### config.mk
export PLATFORM = sky130hd
export DESIGN_NAME = pcr_cap_regs
export DESIGN_NICKNAME = d
export VERILOG_FILES = /design/src/pcr_pkg.sv /design/src/pcr_cap_regs.sv
export VERILOG_INCLUDE_DIRS = /design/src /design/src/src
export SDC_FILE = /design/constraint.sdc
export NUM_CORES = 1
export LEC_CHECK = 0
export ABC_AREA = 1
export BUFFER_PORTS_ARGS = -buffer_cell sky130_fd_sc_hd__buf_2
export CORE_ASPECT_RATIO = 0.6
export CORE_MARGIN = 2
export CORE_UTILIZATION = 48
export CTS_BUF_LIST = sky130_fd_sc_hd__clkbuf_4 sky130_fd_sc_hd__clkbuf_8
export DETAILED_ROUTE_END_ITERATION = 10
export PLACE_DENSITY = 0.8
export SLEW_MARGIN = 20
export SYNTH_ARGS = -nofsm -noshare
export SYNTH_HDL_FRONTEND = slang
export SYNTH_SLANG_ARGS = --single-unit
### constraint.sdc
create_clock -name clk -period 4.3 [get_ports clk]
set_input_delay 0.645 -clock clk [delete_from_list [all_inputs] [get_ports clk]]
set_output_delay 0.645 -clock clk [all_outputs]
set_load 0.02 [all_outputs]
### src/pcr_map.svh
/*
  Offsets, field positions, reset values and fixed codes of the
  capability structure. Assumes inclusion by the block only; the package does not include it.
*/
`ifndef PCR_MAP_SVH
`define PCR_MAP_SVH

`define PCR_OFS_CAP_ID 8'h70
`define PCR_OFS_NEXT_PTR 8'h71
`define PCR_OFS_LINK_CAPS 8'h72
`define PCR_OFS_DEV_CAPS 8'h74

`define PCR_RST_CAP_ID 8'h10
`define PCR_RST_NEXT_PTR 8'h00
`define PCR_RST_LINK_CAPS 16'h0072
`define PCR_RST_DEV_CAPS 32'h0000_8d82

`define PCR_LC_RSVD_MSB 15
`define PCR_LC_RSVD_LSB 14
`define PCR_LC_INTMSG_MSB 13
`define PCR_LC_INTMSG_LSB 9
`define PCR_LC_SLOT_BIT 8
`define PCR_LC_PORT_MSB 7
`define PCR_LC_PORT_LSB 4
`define PCR_LC_VER_MSB 3
`define PCR_LC_VER_LSB 0

`define PCR_LC_RSVD_VAL 2'h0
`define PCR_LC_INTMSG_VAL 5'h00
`define PCR_LC_SLOT_VAL 1'h0
`define PCR_LC_PORT_VAL 4'h7
`define PCR_LC_VER_VAL 4'h2

`define PCR_DC_RSVD_HI_MSB 31
`define PCR_DC_RSVD_HI_LSB 28
`define PCR_DC_SCALE_MSB 27
`define PCR_DC_SCALE_LSB 26
`define PCR_DC_VALUE_MSB 25
`define PCR_DC_VALUE_LSB 18
`define PCR_DC_RSVD_LO_MSB 17
`define PCR_DC_RSVD_LO_LSB 16
`define PCR_DC_ROLE_BASED_ERROR_SUPPORT_BIT 15
`define PCR_DC_PIND_BIT 14
`define PCR_DC_LOW_MSB 13
`define PCR_DC_LOW_LSB 0

`define PCR_DC_RSVD_HI_VAL 4'h0
`define PCR_DC_RSVD_LO_VAL 2'h0
`define PCR_DC_ROLE_BASED_ERROR_SUPPORT_VAL 1'h1
`define PCR_DC_PIND_VAL 1'h0
`define PCR_DC_LOW_VAL 14'h0d82
`define PCR_RST_SCALE 2'h0
`define PCR_RST_VALUE 8'h00

`define PCR_MSG_SCALE_MSB 9
`define PCR_MSG_SCALE_LSB 8
`define PCR_MSG_VALUE_MSB 7
`define PCR_MSG_VALUE_LSB 0

`define PCR_MW_X1 18'h0_03e8
`define PCR_MW_X01 18'h0_0064
`define PCR_MW_X001 18'h0_000a
`define PCR_MW_X0001 18'h0_0001

`endif

### src/pcr_pkg.sv
/*
  Types of the capability structure block.
  Assumes the map header sits beside it.
*/
package pcr_pkg;

  typedef enum logic [1:0] {
    PCR_SCALE_X1 = 2'h0,
    PCR_SCALE_X0_1 = 2'h1,
    PCR_SCALE_X0_01 = 2'h2,
    PCR_SCALE_X0_001 = 2'h3
  } pcr_scale_t;

  typedef enum logic [2:0] {
    PCR_ST_IDLE = 3'b001,
    PCR_ST_READ = 3'b010,
    PCR_ST_WRITE = 3'b100
  } pcr_state_t;

endpackage

### src/pcr_cap_regs.sv
/*
  Read-only capability structure of the bridge config space, with the
  slot power limit captured from the upstream power-limit message.
  Assumes config requests and messages arrive decoded, one-cycle strobes,
  on the same clock; addresses are byte offsets of dword accesses.
*/
`timescale 1ns/10ps
`include "pcr_map.svh"

module pcr_cap_regs
(
  input wire logic clk,
  input wire logic reset,
  input wire logic cfg_rd,
  input wire logic cfg_wr,
  input wire logic [7:0] cfg_addr,
  input wire logic [3:0] cfg_be,
  input wire logic [31:0] cfg_wdata,
  input wire logic msg_valid,
  input wire logic [31:0] msg_payload,
  output logic cfg_ack,
  output logic [31:0] cfg_rdata,
  output logic [1:0] captured_power_limit_scale,
  output logic [7:0] captured_power_limit_value,
  output logic [17:0] slot_power_limit_mw
);

  pcr_pkg::pcr_state_t state_q;
  pcr_pkg::pcr_state_t state_d;
  logic [1:0] scale_q;
  logic [7:0] value_q;
  logic [15:0] link_caps;
  logic [31:0] dev_caps;
  logic [31:0] word_70;
  logic [31:0] rdata_d;
  logic [17:0] mult;
  logic [17:0] mw_d;
  logic [7:0] addr_q;
  logic ack_q;
  logic [31:0] rdata_q;
  logic [17:0] mw_q;

  // Fixed capability fields
  always_comb
  begin
    link_caps = `PCR_RST_LINK_CAPS;
    link_caps[`PCR_LC_RSVD_MSB:`PCR_LC_RSVD_LSB] = `PCR_LC_RSVD_VAL;
    link_caps[`PCR_LC_INTMSG_MSB:`PCR_LC_INTMSG_LSB] = `PCR_LC_INTMSG_VAL;
    link_caps[`PCR_LC_SLOT_BIT] = `PCR_LC_SLOT_VAL;
    link_caps[`PCR_LC_PORT_MSB:`PCR_LC_PORT_LSB] = `PCR_LC_PORT_VAL;
    link_caps[`PCR_LC_VER_MSB:`PCR_LC_VER_LSB] = `PCR_LC_VER_VAL;
  end

  always_comb
  begin
    dev_caps = `PCR_RST_DEV_CAPS;
    dev_caps[`PCR_DC_RSVD_HI_MSB:`PCR_DC_RSVD_HI_LSB] = `PCR_DC_RSVD_HI_VAL;
    dev_caps[`PCR_DC_SCALE_MSB:`PCR_DC_SCALE_LSB] = scale_q;
    dev_caps[`PCR_DC_VALUE_MSB:`PCR_DC_VALUE_LSB] = value_q;
    dev_caps[`PCR_DC_RSVD_LO_MSB:`PCR_DC_RSVD_LO_LSB] = `PCR_DC_RSVD_LO_VAL;
    dev_caps[`PCR_DC_ROLE_BASED_ERROR_SUPPORT_BIT] = `PCR_DC_ROLE_BASED_ERROR_SUPPORT_VAL;
    dev_caps[`PCR_DC_PIND_BIT] = `PCR_DC_PIND_VAL;
    // Lower fields kept at their defaults
    dev_caps[`PCR_DC_LOW_MSB:`PCR_DC_LOW_LSB] = `PCR_DC_LOW_VAL;
  end

  assign word_70 = {link_caps, `PCR_RST_NEXT_PTR, `PCR_RST_CAP_ID};

  // Captured power limit
  // message capture
  always_ff @(posedge clk or posedge reset)
  begin
    if (reset)
    begin
      scale_q <= `PCR_RST_SCALE;
      value_q <= `PCR_RST_VALUE;
    end
    else if (msg_valid)
    begin
      scale_q <= msg_payload[`PCR_MSG_SCALE_MSB:`PCR_MSG_SCALE_LSB];
      value_q <= msg_payload[`PCR_MSG_VALUE_MSB:`PCR_MSG_VALUE_LSB];
    end
  end

  always_comb
  begin
    case (pcr_pkg::pcr_scale_t'(scale_q))
      pcr_pkg::PCR_SCALE_X1: mult = `PCR_MW_X1;
      pcr_pkg::PCR_SCALE_X0_1: mult = `PCR_MW_X01;
      pcr_pkg::PCR_SCALE_X0_01: mult = `PCR_MW_X001;
      pcr_pkg::PCR_SCALE_X0_001: mult = `PCR_MW_X0001;
      default: mult = `PCR_MW_X1;
    endcase
  end

  assign mw_d = 18'(mult * {10'h000, value_q});

  // Request sequencing; one answer per request, read wins a collision
  always_comb
  begin
    case (state_q)
      pcr_pkg::PCR_ST_IDLE,
      pcr_pkg::PCR_ST_READ,
      pcr_pkg::PCR_ST_WRITE:
      begin
        if (cfg_rd)
          state_d = pcr_pkg::PCR_ST_READ;
        else if (cfg_wr)
          state_d = pcr_pkg::PCR_ST_WRITE;
        else
          state_d = pcr_pkg::PCR_ST_IDLE;
      end
      default: state_d = pcr_pkg::PCR_ST_IDLE;
    endcase
  end

  always_ff @(posedge clk or posedge reset)
  begin
    if (reset)
    begin
      state_q <= pcr_pkg::PCR_ST_IDLE;
      addr_q <= 8'h00;
    end
    else
    begin
      state_q <= state_d;
      addr_q <= cfg_addr;
    end
  end

  // Dword decode; unmapped offsets read zero
  always_comb
  begin
    case ({addr_q[7:2], 2'b00})
      `PCR_OFS_CAP_ID: rdata_d = word_70;
      `PCR_OFS_DEV_CAPS: rdata_d = dev_caps;
      default: rdata_d = 32'h0000_0000;
    endcase
  end

  always_ff @(posedge clk or posedge reset)
  begin
    if (reset)
    begin
      ack_q <= 1'b0;
      rdata_q <= 32'h0000_0000;
    end
    else
    begin
      ack_q <= (state_q != pcr_pkg::PCR_ST_IDLE);
      rdata_q <= (state_q == pcr_pkg::PCR_ST_READ) ? rdata_d : 32'h0000_0000;
    end
  end

  // Registered limit output
  always_ff @(posedge clk or posedge reset)
  begin
    if (reset)
      mw_q <= 18'h0_0000;
    else
      mw_q <= mw_d;
  end

  assign cfg_ack = ack_q;
  assign cfg_rdata = rdata_q;
  assign captured_power_limit_scale = scale_q;
  assign captured_power_limit_value = value_q;
  assign slot_power_limit_mw = mw_q;

endmodule // pcr_cap_regs

==> reports/metrics.yaml <==
met3_usage_pct: 4.33
clock_skew_ps: 8.82
yosys.area.top_type: "dfrtp_1"
drc: 0
htreeDepth: 2
die_area_mm2: 0.00967
final_layout_size_suffix_gt1_share_pct: 23.3
wl_mm: 9.22
insertedDiodeCount: 0
area_delta_synth_final_pct: 18.5
yosysSeqAreaShare_pct: 29.4
insertion_delay_ps: 320
fin_crit_ps: 4110
grt_overflow: 0
tritoncts: "done"
cts.sinks: 50
fillers: 752
synth-edff-count: 0
antenna_left: 0
routedWlPerCell_um: 13.0
powerDensity_mw_per_mm2: 473
cp_max_fo: 6
vias_per_cell: 4.74
hpwl_mm: 7.46
worst_slack_ps: 194
hold_violations: 0
cp_data_required_time_ps: 4530
vias: 3358
cts_root_buf: "clkbuf_8"
end_kind: "flip-flop"
maxClockFrequency_mhz: 244
cts_buffer_depth: 2
start_kind: "flip-flop"
synthCells: 511
post-route-period-util_pct: 95.5
p_leak_nw: 3.00
dr.first_iter.drc_count: 189
ys_types: 25
grt_util_all_layers_pct: 19.4
crit_type: "flip-flop to flip-flop"
avgSynthCellArea_um2: 8.34
start_util_pct: 49.8
grt_first_pass_wirelength_mm: 15.0
core_mm2: 0.00856
die_h_um: 77.0
path_cells: "nor2_2 > inv_2 > nor2_4 > buf_4 > fa_1 > fa_1 > fa_1 > inv_1 > fa_1 > inv_1 > ha_4 > nand2_1 > inv_1 > nand2_2 > nor3_2 > nand2_2 > nand3_2 > nand2_1"
yosys_warnings: 0
yosysTopAreaCellShare_pct: 28.8
critPathSlowestCell: "fa_1"
die_w_um: 126
hold_path.class: "primary input to flip-flop"
grt_pass1_vias: 3186
syn_area_mm2: 0.00426
final_area_mm2: 0.00505
run_status: "complete, no violations"
post-place-ws_ps: -17.4
setup_violations: 0
hold_slack_ps: 425
drv_cap: 0
use_met1_pct: 28.6
async_flop_share_pct: 100
synth_most_common_cell: "inv_1"
grt_max_degree: 51
place.gp.congestion: 0.912
synth_common_cells: "inv_1, nand2_1, nor2_1"
critical-path-max-stage-delay_ps: 550
placed_cell_area_mm2: 0.00477
tightest_slew_ps: 860
irDropWorstVdd_uv: 228
critPathArrivalTime_ps: 4330
final_util_pct: 59.0
fp-row-count: 26
synth_area_leaders: "dfrtp_1, fa_1, ha_1"
grt.busiest_layer: "met2"
port_buffers: 67
first_pass_iters: 5
synth_flop_cell: "dfrtp_1"
antenna_found_initial: 0
clk_pin_slew_worst_paths_ps: 110
cts_buffers: 5
grtUsageMet2_pct: 30.0
io_pins: 142
maxSlewViolCount: 0
maxSlewHeadroom_pct: 42.6
ys_ff_latch: 50
cp_common_cell: "fa_1"
nets: 764
[cells by family after synthesis]
group,after synthesis,synth area share (%)
xor+xnor,8,1.64
compound gates,21,2.53
other cells,1,0.0880
fa+ha+maj,88,32.9
buf+inv,159,15.9
simple gates,184,17.6
flops,50,29.4
[final timing paths]
check / startpoint / to / slack, ps / depth (start not counted)
worst max-delay path: captured_power_limit_scale[1]$_DFFE_PP0P_ / slot_power_limit_mw[16]$_DFF_PP0_ / 190 / 18
worst min-delay path: cfg_addr[2] / addr_q[2]$_DFF_PP0_ / 420 / 1
worst max register to register: captured_power_limit_scale[1]$_DFFE_PP0P_ / slot_power_limit_mw[16]$_DFF_PP0_ / 190 / 18
worst min register to register: state_q[0]$_DFF_PP1_ / cfg_ack$_DFF_PP0_ / 510 / 1
max in group asynchronous: reset / captured_power_limit_scale[0]$_DFFE_PP0P_ / 3280 / 2
min in group asynchronous: reset / slot_power_limit_mw[3]$_DFF_PP0_ / 460 / 2
[state kept, by name, summed over array words and instances (netlist names)]
name / cells
addr_q: 6
cfg_ack: 1
captured_power_limit_value: 8
captured_power_limit_scale: 2
slot_power_limit_mw: 18
state_q: 3
cfg_rdata: 12
[layout make-up]
type	instances	area, um2	area share, %
Clock buffer	5	68.8	1.36
Clock inverter	3	28.8	0.570
Inverter	134	504	9.99
Multi-Input combinational cell	315	2550	50.5
Sequential cell	50	1250	24.9
Tap cell	112	140	2.78
Timing Repair Buffer	89	500	9.91
[critical path, delay by kind of cell (launching register included)]
kind / cells / cell delay, ps
adders and majority gates: 5 / 2290
and+or+nand+nor: 8 / 810
DFF: 1 / 480
buffers and inverters: 5 / 430
[per-stage QoR]
| step | total power [mW] | std cells | TNS [ps] |
|---|---|---|---|
| final | 2.39 | 708 | 0 |
| after global routing | 2.62 | 708 | -49.9 |
| after CTS | 2.22 | 707 | 0 |
| after detailed placement | 1.90 | 699 | -21.2 |
| after global placement | 1.85 | 699 | 0 |
| after floorplan | 1.56 | 524 | 0 |
[power breakdown]
group / total, mW / switching, mW / internal, mW / leakage (nW)
Combinational: 1.48 / 0.906 / 0.571 / 2.33
Sequential: 0.602 / 0.0316 / 0.570 / 0.628
Clock: 0.307 / 0.186 / 0.121 / 0.0502
Total: 2.39 / 1.12 / 1.26 / 3.00
[repair_timing]
action,4_1_cts,5_1_grt
buffers inserted,0,1
gates resized for setup,2,39
hold buffers,0,0
setup endpoints to repair,2,10
pin swaps,0,12
[layer usage]
metal / routed length [um] / part of all wire, %
met1: 4140 / 45
met5: 0 / 0
met4: 87 / 0.94
met2: 4240 / 46
met3: 746 / 8.1
[layout by cell type, fill, tap and decap left out, types with 6 or more instances in the layout]
cell / Yosys / layout
nor2_2: 0 / 6
dfrtp_1: 49 / 47
buf_4: 20 / 22
nor2_1: 61 / 53
ha_4: 0 / 6
inv_1: 134 / 128
ha_1: 48 / 41
o21ai_0: 12 / 12
nand2_1: 96 / 88
nand3_1: 15 / 14
fa_1: 40 / 40
buf_2: 3 / 67
nand2_2: 1 / 9
conb_1: 1 / 14
Power figures use the tool's default switching activity.
